$ cat src/acr_params.svh
// Offsets, field positions, reset values and codes of the chip and arbiter control word
`ifndef ACR_PARAMS_SVH
`define ACR_PARAMS_SVH
`define ACR_OFFSET 8'h44
`define ACR_RESET 32'h0200_0000
`define ACR_WMASK 32'h020f_1f12
`define BIT_WR_DISC 1
`define BIT_PF_DIS 4
`define BIT_CHIP_RST 8
`define BIT_TM1 9
`define BIT_TM2_LO 10
`define BIT_TM2_HI 11
`define BIT_TM3 12
`define BIT_PRIO_LO 16
`define BIT_PRIO_HI 19
`define BIT_OWN_PRIO 25
`define FREE_STRICT 4'h8
`define FREE_TEST 4'h1
`define PW_NORMAL 3'h4
`define PW_TEST 3'h2
`define TM2_ALL 2'h0
`define TM2_THREE 2'h1
`define TM2_HEADS 2'h2
`define OOO_ALL 3'h4
`define OOO_THREE 3'h3
`define OOO_HEADS 3'h2
`define OOO_NONE 3'h1
`define RESP_OKAY 2'h0
`define RESP_SLVERR 2'h2
`define RST_CNT_W 8
`define RST_CYCLES 8'h08
`define NREQ 5
`define OWN_IDX 4
`define IDX_W 3
`endif

$ cat src/acr_pkg.sv
// Types shared by the control word bank and the secondary arbiter
package acr_pkg;
  `include "acr_params.svh"

  // Whole state of the register bank
  typedef struct packed {
    logic [31:0] acr;
    logic [`RST_CNT_W-1:0] rst_cnt;
    logic chip_rst;
    logic sec_rst_n;
    logic awready;
    logic wready;
    logic bvalid;
    logic [1:0] bresp;
    logic arready;
    logic rvalid;
    logic [31:0] rdata;
    logic [1:0] rresp;
    logic aw_have;
    logic aw_hit;
    logic w_have;
    logic [31:0] wdata;
    logic [3:0] wstrb;
    logic [3:0] req_s1_n;
    logic [3:0] req_s2_n;
    logic [3:0] min_free;
    logic [2:0] ooo_depth;
    logic [2:0] pw_max;
  } bank_state_t;

  // Whole state of the arbiter
  typedef struct packed {
    logic [`NREQ-1:0] gnt_n;
    logic [`IDX_W-1:0] last_hi;
    logic [`IDX_W-1:0] last_lo;
  } arb_state_t;
endpackage

$ cat src/arb_if.sv
// Request, priority and grant signals between the register bank and the arbiter
`timescale 1ns/100ps
`include "acr_params.svh"
interface arb_if;
  logic [`NREQ-1:0] req;
  logic [`NREQ-1:0] high;
  logic clr;
  logic [`NREQ-1:0] gnt_n;
  modport arb (input req, input high, input clr, output gnt_n);
  modport ctl (output req, output high, output clr, input gnt_n);
endinterface

$ cat src/bridge_chip_arbiter_control.sv
// Chip control and arbiter control word with an AXI4-Lite slave
//
// How it works
// - Bit 1 picks 4KB or cache line disconnect
// - Bit 4 forces single dword upstream reads
// - Writing bit 8 resets chip and secondary bus
// - Bit 8 clears itself when reset is done
// - Bit 9 sets burst free space 8 or 1
// - Bits 11:10 limit delayed request reordering
// - Bit 12 sets posted writes four or two
// - Bits 19:16 put request lines high priority
// - Bit 25 puts own port high, resets 1
// - Reserved bits read zero and ignore writes
`timescale 1ns/100ps
module bridge_chip_arbiter_control
  import acr_pkg::*;
#(
  parameter int ADDR_W = 8,
  parameter logic [`RST_CNT_W-1:0] CHIP_RESET_CYCLES = `RST_CYCLES
)
(
  // Clock and reset
  input wire logic aclk,
  input wire logic aresetn,
  // AXI4-Lite write address and data
  input wire logic [ADDR_W-1:0] awaddr,
  input wire logic awvalid,
  output logic awready,
  input wire logic [31:0] wdata,
  input wire logic [3:0] wstrb,
  input wire logic wvalid,
  output logic wready,
  // AXI4-Lite write response
  output logic [1:0] bresp,
  output logic bvalid,
  input wire logic bready,
  // AXI4-Lite read
  input wire logic [ADDR_W-1:0] araddr,
  input wire logic arvalid,
  output logic arready,
  output logic [31:0] rdata,
  output logic [1:0] rresp,
  output logic rvalid,
  input wire logic rready,
  // Secondary arbiter pins and own port request
  input wire logic [3:0] s_req_n,
  input wire logic own_req,
  output logic [3:0] s_gnt_n,
  output logic own_gnt_n,
  // Datapath controls
  output logic wr_disc_cacheline,
  output logic up_single_dword,
  output logic chip_rst,
  output logic sec_rst_n,
  output logic [3:0] burst_min_free,
  output logic [2:0] ooo_depth,
  output logic [2:0] posted_wr_max
);
  bank_state_t s_q;
  bank_state_t s_d;
  logic do_write;
  logic wr_ok;
  logic [31:0] wmask;
  arb_if arb ();

  // Register decode, used on both the write and the read path
  function automatic logic hit(input logic [ADDR_W-1:0] a);
    return {a[ADDR_W-1:2], 2'b00} == ADDR_W'(`ACR_OFFSET);
  endfunction

  // Byte strobes widened to a bit mask
  function automatic logic [31:0] strb_mask(input logic [3:0] st);
    return {{8{st[3]}}, {8{st[2]}}, {8{st[1]}}, {8{st[0]}}};
  endfunction

  // Reorder code to number of delayed requests that may pass each other
  function automatic logic [2:0] ooo_of(input logic [1:0] code);
    logic [2:0] d;
    unique case (code)
      `TM2_ALL: d = `OOO_ALL;
      `TM2_THREE: d = `OOO_THREE;
      `TM2_HEADS: d = `OOO_HEADS;
      default: d = `OOO_NONE;
    endcase
    return d;
  endfunction

  // The write happens once both halves are held and the last answer is gone
  assign do_write = s_q.aw_have && s_q.w_have && !s_q.bvalid;
  // Writes that land in the word while no chip reset runs
  assign wr_ok = do_write && s_q.aw_hit && !s_q.chip_rst;
  assign wmask = `ACR_WMASK & strb_mask(s_q.wstrb);

  // Next state of the whole bank
  always_comb
  begin
    s_d = s_q;
    // Pin requests cross into this clock through two flops
    s_d.req_s1_n = s_req_n;
    s_d.req_s2_n = s_q.req_s1_n;

    // Write address and data are taken in either order
    if (awvalid && s_q.awready)
    begin
      s_d.aw_have = 1'b1;
      s_d.aw_hit = hit(awaddr);
      s_d.awready = 1'b0;
    end
    if (wvalid && s_q.wready)
    begin
      s_d.w_have = 1'b1;
      s_d.wdata = wdata;
      s_d.wstrb = wstrb;
      s_d.wready = 1'b0;
    end

    // Apply the write and raise the response
    if (do_write)
    begin
      s_d.aw_have = 1'b0;
      s_d.w_have = 1'b0;
      s_d.bvalid = 1'b1;
      s_d.bresp = s_q.aw_hit ? `RESP_OKAY : `RESP_SLVERR;
      if (wr_ok)
        s_d.acr = (s_q.acr & ~wmask) | (s_q.wdata & wmask);
    end
    if (s_q.bvalid && bready)
    begin
      s_d.bvalid = 1'b0;
      s_d.awready = 1'b1;
      s_d.wready = 1'b1;
    end

    // Read: one word, unmapped addresses answer with an error and zero
    if (arvalid && s_q.arready)
    begin
      s_d.arready = 1'b0;
      s_d.rvalid = 1'b1;
      s_d.rdata = hit(araddr) ? (s_q.acr & `ACR_WMASK) : 32'h0000_0000;
      s_d.rresp = hit(araddr) ? `RESP_OKAY : `RESP_SLVERR;
    end
    if (s_q.rvalid && rready)
    begin
      s_d.rvalid = 1'b0;
      s_d.arready = 1'b1;
    end

    // Chip reset: hold every field but bit 8 at its reset value until the count ends; bit 8 stays one
    if (s_q.chip_rst)
    begin
      s_d.acr = `ACR_RESET;
      s_d.acr[`BIT_CHIP_RST] = 1'b1;
      if (s_q.rst_cnt == '0)
      begin
        s_d.chip_rst = 1'b0;
        s_d.sec_rst_n = 1'b1;
        s_d.acr[`BIT_CHIP_RST] = 1'b0;
      end
      else
        s_d.rst_cnt = s_q.rst_cnt - `RST_CNT_W'(1);
    end
    else if (wr_ok && wmask[`BIT_CHIP_RST] && s_q.wdata[`BIT_CHIP_RST])
    begin
      // A zero written here does nothing; only a one starts the reset
      s_d.chip_rst = 1'b1;
      s_d.sec_rst_n = 1'b0;
      s_d.rst_cnt = CHIP_RESET_CYCLES - `RST_CNT_W'(1);
    end

    // Decoded datapath limits follow the next field values
    s_d.min_free = s_d.acr[`BIT_TM1] ? `FREE_TEST : `FREE_STRICT;
    s_d.ooo_depth = ooo_of(s_d.acr[`BIT_TM2_HI:`BIT_TM2_LO]);
    s_d.pw_max = s_d.acr[`BIT_TM3] ? `PW_TEST : `PW_NORMAL;
  end

  // State register with synchronous reset
  always_ff @(posedge aclk)
  begin
    if (!aresetn)
    begin
      s_q <= '0;
      s_q.acr <= `ACR_RESET;
      s_q.sec_rst_n <= 1'b1;
      s_q.awready <= 1'b1;
      s_q.wready <= 1'b1;
      s_q.arready <= 1'b1;
      s_q.req_s1_n <= 4'hf;
      s_q.req_s2_n <= 4'hf;
      s_q.min_free <= `FREE_STRICT;
      s_q.ooo_depth <= `OOO_ALL;
      s_q.pw_max <= `PW_NORMAL;
    end
    else
      s_q <= s_d;
  end

  // Arbiter sees synchronised pin requests, own_req as it comes in, and the group bits
  assign arb.req = {own_req, ~s_q.req_s2_n};
  assign arb.high = {s_q.acr[`BIT_OWN_PRIO], s_q.acr[`BIT_PRIO_HI:`BIT_PRIO_LO]};
  assign arb.clr = s_q.chip_rst;

  secondary_arbiter u_arb (
    .aclk(aclk),
    .aresetn(aresetn),
    .bus(arb.arb)
  );

  // Outputs, all straight from flops
  assign awready = s_q.awready;
  assign wready = s_q.wready;
  assign bvalid = s_q.bvalid;
  assign bresp = s_q.bresp;
  assign arready = s_q.arready;
  assign rvalid = s_q.rvalid;
  assign rdata = s_q.rdata;
  assign rresp = s_q.rresp;
  assign s_gnt_n = arb.gnt_n[3:0];
  assign own_gnt_n = arb.gnt_n[`OWN_IDX];
  assign wr_disc_cacheline = s_q.acr[`BIT_WR_DISC];
  assign up_single_dword = s_q.acr[`BIT_PF_DIS];
  assign chip_rst = s_q.chip_rst;
  assign sec_rst_n = s_q.sec_rst_n;
  assign burst_min_free = s_q.min_free;
  assign ooo_depth = s_q.ooo_depth;
  assign posted_wr_max = s_q.pw_max;

  // Bound on the chip reset length; larger than any count the parameter allows
  localparam int RST_BOUND = 260;
endmodule

$ cat src/secondary_arbiter.sv
// Two-group rotating arbiter for the secondary bus requesters
`timescale 1ns/100ps
module secondary_arbiter
  import acr_pkg::*;
(
  // Clock and reset
  input wire logic aclk,
  input wire logic aresetn,
  // Requests in, grants out
  arb_if.arb bus
);
  arb_state_t s_q;
  arb_state_t s_d;
  logic [`NREQ-1:0] hreq;
  logic [`NREQ-1:0] lreq;
  logic [`NREQ-1:0] gnt;

  // Rotating pick: first requester after the last one served
  function automatic logic [`IDX_W:0] pick(input logic [`NREQ-1:0] r, input logic [`IDX_W-1:0] last);
    logic [`IDX_W:0] res;
    int k;
    res = '0;
    for (int i = `NREQ; i >= 1; i--)
    begin
      k = (int'(last) + i) % `NREQ;
      if (r[k])
        res = {1'b1, k[`IDX_W-1:0]};
    end
    return res;
  endfunction

  assign hreq = bus.req & bus.high;
  assign lreq = bus.req & ~bus.high;
  assign gnt = ~s_q.gnt_n;

  // Keep a holder while its group is still the top active group, else rotate
  always_comb
  begin
    logic [`IDX_W:0] p;
    s_d = s_q;
    p = '0;
    if (bus.clr)
      s_d.gnt_n = '1;
    else if (|(gnt & bus.req) && (|(gnt & bus.high) || !(|hreq)))
      s_d.gnt_n = s_q.gnt_n;
    else if (|hreq)
    begin
      p = pick(hreq, s_q.last_hi);
      s_d.gnt_n = ~(`NREQ'(1) << p[`IDX_W-1:0]);
      s_d.last_hi = p[`IDX_W-1:0];
    end
    else if (|lreq)
    begin
      p = pick(lreq, s_q.last_lo);
      s_d.gnt_n = ~(`NREQ'(1) << p[`IDX_W-1:0]);
      s_d.last_lo = p[`IDX_W-1:0];
    end
    else
      s_d.gnt_n = '1;
  end

  // State register
  always_ff @(posedge aclk)
  begin
    if (!aresetn)
      s_q <= '{gnt_n: '1, last_hi: '0, last_lo: '0};
    else
      s_q <= s_d;
  end

  assign bus.gnt_n = s_q.gnt_n;
endmodule

$ cat config.mk
export PLATFORM = sky130hd
export DESIGN_NAME = bridge_chip_arbiter_control
export DESIGN_NICKNAME = d
export VERILOG_FILES = /design/src/acr_pkg.sv /design/src/arb_if.sv /design/src/bridge_chip_arbiter_control.sv /design/src/secondary_arbiter.sv
export VERILOG_INCLUDE_DIRS = /design/src /design/src/src
export SDC_FILE = /design/constraint.sdc
export NUM_CORES = 1
export LEC_CHECK = 0
export BUFFER_PORTS_ARGS = -buffer_cell sky130_fd_sc_hd__buf_2
export CORE_MARGIN = 8
export CORE_UTILIZATION = 53
export CTS_BUF_LIST = sky130_fd_sc_hd__clkbuf_8
export CTS_CLUSTER_SIZE = 30
export DETAILED_ROUTE_END_ITERATION = 8
export PLACE_DENSITY_LB_ADDON = 0.12
export SLEW_MARGIN = 25
export SYNTH_ARGS = -nofsm -noshare
export SYNTH_HDL_FRONTEND = slang
export SYNTH_HIERARCHICAL = 1
export SYNTH_SLANG_ARGS = --single-unit
$ cat constraint.sdc
create_clock -name aclk -period 5.2 [get_ports aclk]
set_input_delay 0.52 -clock aclk [delete_from_list [all_inputs] [get_ports aclk]]
set_output_delay 0.52 -clock aclk [all_outputs]
set_load 0.01 [all_outputs]
### After elaboration in Yosys (flattened, before gate mapping)

Cells that the tools add are included.

* memories: 0
* word-level logic and storage cells: 181
* bits in latches: 0
* ROM bits: 0
* bits in writable memories: 0
* register bits: 151
* bits of input ports: 64
* output and inout bits: 60

* $add $sub $neg: 11
* div/mod/pow operators: 10
* $mul: 0
* shifts and indexed selects: 2
* $lt $le $gt $ge: 10
* eq/ne operators: 6
* bitwise logic cells: 17
* reduce and logical (&&, ||, !) cells: 35
* multiplexer cells: 63

Operators with widths (number)
* $lt 32x5->1 const B: 10
* $mod 32x4->32 const B: 10
* $mux 3: 18
* $mux 13: 3
* $and 32x26->32: 1
* $and 32x32->32: 1
* $not 26->32: 1
* $or 32x32->32: 1
* $bmux 1 s3: 10
* $mux 26: 1
* $mux 1: 21
* $and 5x5->5: 4
* $mux 10: 2
* $not 5->5: 4
* $reduce_or 5->1: 4
* $add 3x2->4 const B: 4
* $add 3x3->4 const B: 4
* $eq 6x5->1 const B: 2
* $logic_and 1x1->1: 12
* $mux 5: 2
* $shl 1x3->5 const A: 2
* $pmux 3 s3: 1
* $add 3x1->4 const B: 2
* $logic_not 8->1: 1
* other kinds (18): 33

### Depth between registers and ports, before layout

* depth in word-level cells: 18
* gate-level depth with buffers: 24
* depth with buffers taken out: 20

### Modules after synthesis

Netlist, hierarchy kept.

Modules (own cells, without submodules)
* secondary_arbiter: seq. area each 220.2 µm², cells an instance 549, area an instance 4112.7 µm², times used 1
* bridge_chip_arbiter_control: seq. area each 1461.4 µm², cells an instance 344, area an instance 3165.5 µm², times used 1

### Least setup slack after synthesis

Ideal clock, no wire load.

* kind: reg2reg
* start: reg u_arb/s_q[0] (netlist name)
* end: reg u_arb.s_q (netlist bit u_arb/bus.gnt_n[0])
* period minus slack after synthesis: 5.390 ns
* setup slack: -0.190 ns
* required time: 5.073 ns
* library setup time: 0.127 ns
* buffers on the path: 4
* arrival: 5.263 ns
* stages on the path, launching flop included: 25
* cells stage by stage: dfxtp_1 -> buf_2 -> buf_1 -> clkbuf_1 -> clkbuf_1 -> inv_1 -> ha_1 -> xnor2_1 -> inv_1 -> ha_1 -> or2_2 -> o211ai_1 -> and2_1 -> inv_1 -> ha_1 -> nor2b_1 -> nor3_1 -> a211oi_2 -> mux2_2 -> a31oi_1 -> nor3_1 -> a311oi_2 -> o211ai_1 -> o21ai_1 -> a22oi_1

* word-level cells in the longest chain between the ends: 18
* elaborated cells on any way between the ends: 38
* those cells by class: add/sub: 5; div: 5; shift: 1; mux: 26; bitwise: 1

Ends and longest elaborated chain
* start, declared: line secondary_arbiter.sv:12 `arb_state_t s_q;`
* start signal, assigned: line secondary_arbiter.sv:66 `s_q <= '{gnt_n: '1, last_hi: '0, last_lo: '0};`
* $add 3x3->4: line secondary_arbiter.sv:25 `` k = (int'(last) + i) % `NREQ; ``
* $mod 32x4->32 (no source line)
* $bmux 1 s3: line secondary_arbiter.sv:26 `if (r[k])`
* $mux 1 (not written as such) (2 in a row): line secondary_arbiter.sv:26
* $mux 3 (4 in a row): line secondary_arbiter.sv:26
* $mux 3 *: line secondary_arbiter.sv:26
* $mux 3 *: line secondary_arbiter.sv:52 `else if (|lreq)`
* $mux 3 *: line secondary_arbiter.sv:46 `else if (|hreq)`
* $mux 3 *: line secondary_arbiter.sv:44 `else if (|(gnt & bus.req) && (|(gnt & bus.high) || !(|hreq)))`
* $mux 3 *: line secondary_arbiter.sv:42 `if (bus.clr)`
* $shl 1x3->5 (no source line) *
* $not 5->5 *: line secondary_arbiter.sv:55 `` s_d.gnt_n = ~(`NREQ'(1) << p[`IDX_W-1:0]); ``
* $mux 5 *: line secondary_arbiter.sv:52
* $mux 5 *: line secondary_arbiter.sv:46

Every way passes the cells marked *; elsewhere a longest branch is shown, timed or not. The select of a mux whose other input is x is not followed.
A chain may end at the register's enable or synchronous reset.

### Worst setup path in the final report

* start: reg u_arb/s_q[4] (netlist name)
* end: reg u_arb.s_q (netlist bit u_arb/bus.gnt_n[2])

* word-level cells in the longest chain between the ends: 16
* elaborated cells on any way between the ends: 36
* those cells by class: add/sub: 5; div: 5; shift: 1; mux: 24; bitwise: 1

Ends and longest elaborated chain
* $add 3x3->4: line secondary_arbiter.sv:25
* $mod 32x4->32 (no source line)
* $bmux 1 s3: line secondary_arbiter.sv:26
* $mux 1 (not written as such) (2 in a row): line secondary_arbiter.sv:26
* $mux 3 (4 in a row): line secondary_arbiter.sv:26
* $mux 3 *: line secondary_arbiter.sv:26
* $mux 3 *: line secondary_arbiter.sv:46
* $mux 3 *: line secondary_arbiter.sv:44
* $mux 3 *: line secondary_arbiter.sv:42
* $shl 1x3->5 (no source line) *
* $not 5->5 *: line secondary_arbiter.sv:49 `` s_d.gnt_n = ~(`NREQ'(1) << p[`IDX_W-1:0]); ``
* $mux 5 *: line secondary_arbiter.sv:46

Marks and branches as above.

==> metrics.yaml <==
sta:
  grt_setup_unrepaired: "no"
  timing.clock.skew_ns: 0.00822
  hold_viol_final: 0
  max_clk_rate_ghz: 0.205
  slew_violations: 0
  final_min_period_over_clock_period: 0.937
  worst_pin_slew_ns: 0.894
  slew-limit-headroom: 0.404
  timing.setup.tns_ns: 0
  holdWs_ns: 0.343
  setup-violations-final: 0
  post-route-min-period_ns: 4.87
critical_path:
  crit-reg2reg-capture: "u_arb/bus.gnt_n[2]"
  setup.worst_path.end_class: "register"
  crit_path_class: "reg -> reg"
  critical_path.max_stage_delay_ns: 0.45
  crit_path_cell_trace: "inv_1, ha_1, xnor2_2, inv_1, ha_1, or3b_2, o22ai_1, nor2_1, inv_1, ha_1, nand2b_1, o2111ai_1, o211ai_2, mux2i_1, o221a_2, o211ai_1, o211ai_1, a2bb2oi_1, nor2b_1, o31ai_2"
  worst-endpoint-required_ns: 5.42
  setup.worst_path.start_class: "register"
  cp.arrival_ns: 5.09
  critical_path_launch_point: "u_arb/s_q[4]"
  timing.critical_path.slowest_stage_cell: "sky130_fd_sc_hd__a2bb2oi_1"
  worst_r2r_path_depth: 20
  timing.critical_path.fanout_max: 9
  ff2ff_setup_slack_ns: 0.33
  worst_r2r_startpoint: "u_arb/s_q[4]"
  critical_path.endpoint: "u_arb/bus.gnt_n[2]"
grt:
  globalRouteOverflowTotal: 0
  grt_antenna_before_repair: 0
  grt_start_max_net_pins: 62
  grt_first_pass_wirelength_mm: 29.9
  grt_resource_usage_total: 0.199
  via_count_of_the_first_global_routing_pass: 6386
clocking:
  cts_root_buf: "sky130_fd_sc_hd__clkbuf_8"
  post_cts.resized_instances: 0
  cts_setup_buffers: 0
  tritoncts_clock_tree: "yes"
  clock_path_buffers: 2
  cts-buffers-inserted: 9
  clock_latency_ns: 0.35
  cts_sinks: 84
  cts_htree_levels: 3
  hold_bufs_inserted_after_cts: 0
  clk_pin_slew_worst_paths_ns: 0.09
logic_synthesis:
  seq_area_frac_synth: 0.231
  synth-warning-count: 6
  synth_enable_flop_cells: 0
  avgSynthCellArea_um2: 8.15
  async_flop_share: 0
  synth.cell_area_um2: 7280
  postSynthCellCount: 893
  synth_ff_type: "sky130_fd_sc_hd__dfxtp_1"
  synthDistinctLibCells: 97
  ys_seq_elements: 84
pwr:
  power.clock.fraction: 0.229
  combinationalPowerShare: 0.398
  power.density_nw_per_um2: 241
  p_int_mw: 1.15
  power.share.switching: 0.381
  switchingPower_uw: 706
  power.static_leakage_nw: 3.30
  worst_vdd_rail_ir_drop_mv: 0.223
  power.share.sequential: 0.373
detailed_routing:
  drc: 0
  detailedRoute.firstIterationViolations: 448
  post_drt_via_cell_ratio: 5.75
  routed_wire_length_per_instance_um: 16.4
  first_pass_iters: 7
  wl_mm: 18.2
  number_of_vias_after_detailed_routing: 6390
  antenna_violating_nets_post_route: 0
run_status:
  status: "finished clean"
placement:
  placedCellCount: 1095
  detailedPlacementHpwl_mm: 14.1
  gp_congestion: 0.950
  port-buffer-count: 74
job:
  max_cap_viols: 0
floorplan:
  floorplan.die.width_um: 133
  fp-row-count: 43
  die_height_um: 133
  core_um2: 13700
  initial_utilization: 0.533
  boundaryPins: 124
  die_area_um2: 17700
worst_hold_path:
  min_path_type: "in -> reg"
final_layout:
  drive_gt1_frac: 0.175
  insertedDiodeCount: 0
  multi_input_comb_area_um2: 4890
  register_area_um2: 1680
  final_core_utilization: 0.564
  flow.area_growth_from_synthesis_pct: 5.91
  final_nets: 1053
  layout.filler_cells: 1292
  instances_no_fill: 1111
## cells in the mapped netlist, drive strengths merged (7+ instances only)
master / n / area, um^2
a211oi: 8 / 65.1
a21boi: 26 / 195
a21oi: 28 / 151
a22oi: 16 / 120
a31oi: 11 / 75.1
and2: 15 / 93.8
buf: 62 / 444
clkbuf: 31 / 119
dfxtp: 84 / 1680
ha: 61 / 763
inv: 61 / 229
mux2i: 32 / 320
mux4: 7 / 158
nand2: 86 / 323
nand2b: 25 / 156
nand3: 21 / 105
nor2: 53 / 201
nor2b: 31 / 194
nor3: 15 / 75.1
nor4: 7 / 50.1
o211ai: 13 / 103
o21ai: 39 / 199
o31ai: 9 / 77.6
or2: 10 / 62.6
or3: 9 / 61.3
xnor2: 17 / 164
## worst max-delay path, delay by kind of cell, from the launching register on
family	cells	cell delay [ns]
simple gates	4	0.89
flops	1	0.32
compound gates	8	1.83
fa+ha+maj	3	0.78
xor+xnor	1	0.20
mux	1	0.20
buf+inv	3	0.53
## sequential cells by signal, indices dropped and copies added (netlist names), 2 cells and up, named ones only
register and flops:
u_arb/s_q 6, u_arb/bus.gnt_n 5, ooo_depth 3, s_d 4, s_q 35, rdata 12
posted_wr_max 2
## area by class of cell
| type | instances | share of cell area |
|---|---|---|
| Timing Repair Buffer | 91 | 0.0646 |
| Inverter | 61 | 0.0297 |
| Tap cell | 180 | 0.0292 |
| Multi-Input combinational cell | 679 | 0.635 |
| Sequential cell | 84 | 0.218 |
| Clock inverter | 7 | 0.00730 |
| Clock buffer | 9 | 0.0161 |
## worst min path at each step
stage	start	endpoint	slack [ns]	depth (start not counted)
CTS	s_req_n[1]	s_d[11]	0.32	2
global route	s_req_n[1]	s_d[11]	0.31	2
finish	s_req_n[1]	s_d[11]	0.34	2
global placement	s_d[10]	s_q[10]	0.39	1
floorplan	s_d[10]	s_q[10]	0.39	1
detailed placement	s_d[12]	s_q[12]	0.40	1
## power by group through the flow
stage | clock (mW) | sequential [mW] | combinational [mW]
final | 0.425 | 0.692 | 0.738
after global routing | 0.465 | 0.695 | 0.814
after floorplan | 0 | 0.703 | 0.577
after global placement | 0 | 0.705 | 0.701
after detailed placement | 0 | 0.706 | 0.724
after CTS | 0.436 | 0.691 | 0.728
## layer usage
layer	vias up	wire length [um]	global-route usage	share of wire
li1	3161	-	-	-
met1	2990	8060	0.238	0.44
met2	218	8660	0.346	0.48
met3	21	1160	0.0392	0.063
met4	0	326	0.0674	0.018
met5	-	0	0	0
## cells in the final DEF, fill, tap and decap left out, types with 9 or more instances in the layout
cell type,count
sky130_fd_sc_hd__a21boi_0,25
sky130_fd_sc_hd__a21oi_1,25
sky130_fd_sc_hd__a22oi_1,16
sky130_fd_sc_hd__a31oi_1,10
sky130_fd_sc_hd__and2_1,14
sky130_fd_sc_hd__buf_2,74
sky130_fd_sc_hd__buf_4,17
sky130_fd_sc_hd__clkbuf_8,9
sky130_fd_sc_hd__conb_1,25
sky130_fd_sc_hd__dfxtp_1,84
sky130_fd_sc_hd__ha_1,61
sky130_fd_sc_hd__inv_1,58
sky130_fd_sc_hd__mux2i_1,32
sky130_fd_sc_hd__nand2_1,86
sky130_fd_sc_hd__nand2b_1,25
sky130_fd_sc_hd__nand3_1,21
sky130_fd_sc_hd__nor2_1,52
sky130_fd_sc_hd__nor2b_1,31
sky130_fd_sc_hd__nor3_1,15
sky130_fd_sc_hd__o211ai_1,12
sky130_fd_sc_hd__o21ai_0,33
sky130_fd_sc_hd__or2_2,10
sky130_fd_sc_hd__xnor2_1,15
## stage by stage
step | power (mW) | setup WS (ns) | instance area [um^2]
6_report | 1.85 | 0.327 | 7710
5_1_grt | 1.97 | 0.00880 | 7710
4_1_cts | 1.86 | 0.328 | 7710
3_5_place_dp | 1.43 | 0.383 | 7530
3_3_place_gp | 1.41 | 0.538 | 7530
2_1_floorplan | 1.28 | 0.0219 | 7370
## cells by family after synthesis
| kind of cell | Yosys count | synth area share |
|---|---|---|
| AO/OA/AOI/OAI | 221 | 0.227 |
| buffers and inverters | 154 | 0.109 |
| multiplexers | 42 | 0.0708 |
| XOR/XNOR | 22 | 0.0321 |
| flip-flops | 84 | 0.231 |
| other | 1 | 0.000515 |
| adder cells (fa/ha/maj) | 63 | 0.110 |
| AND/OR/NAND/NOR | 306 | 0.219 |
Power figures use the tool's default switching activity.
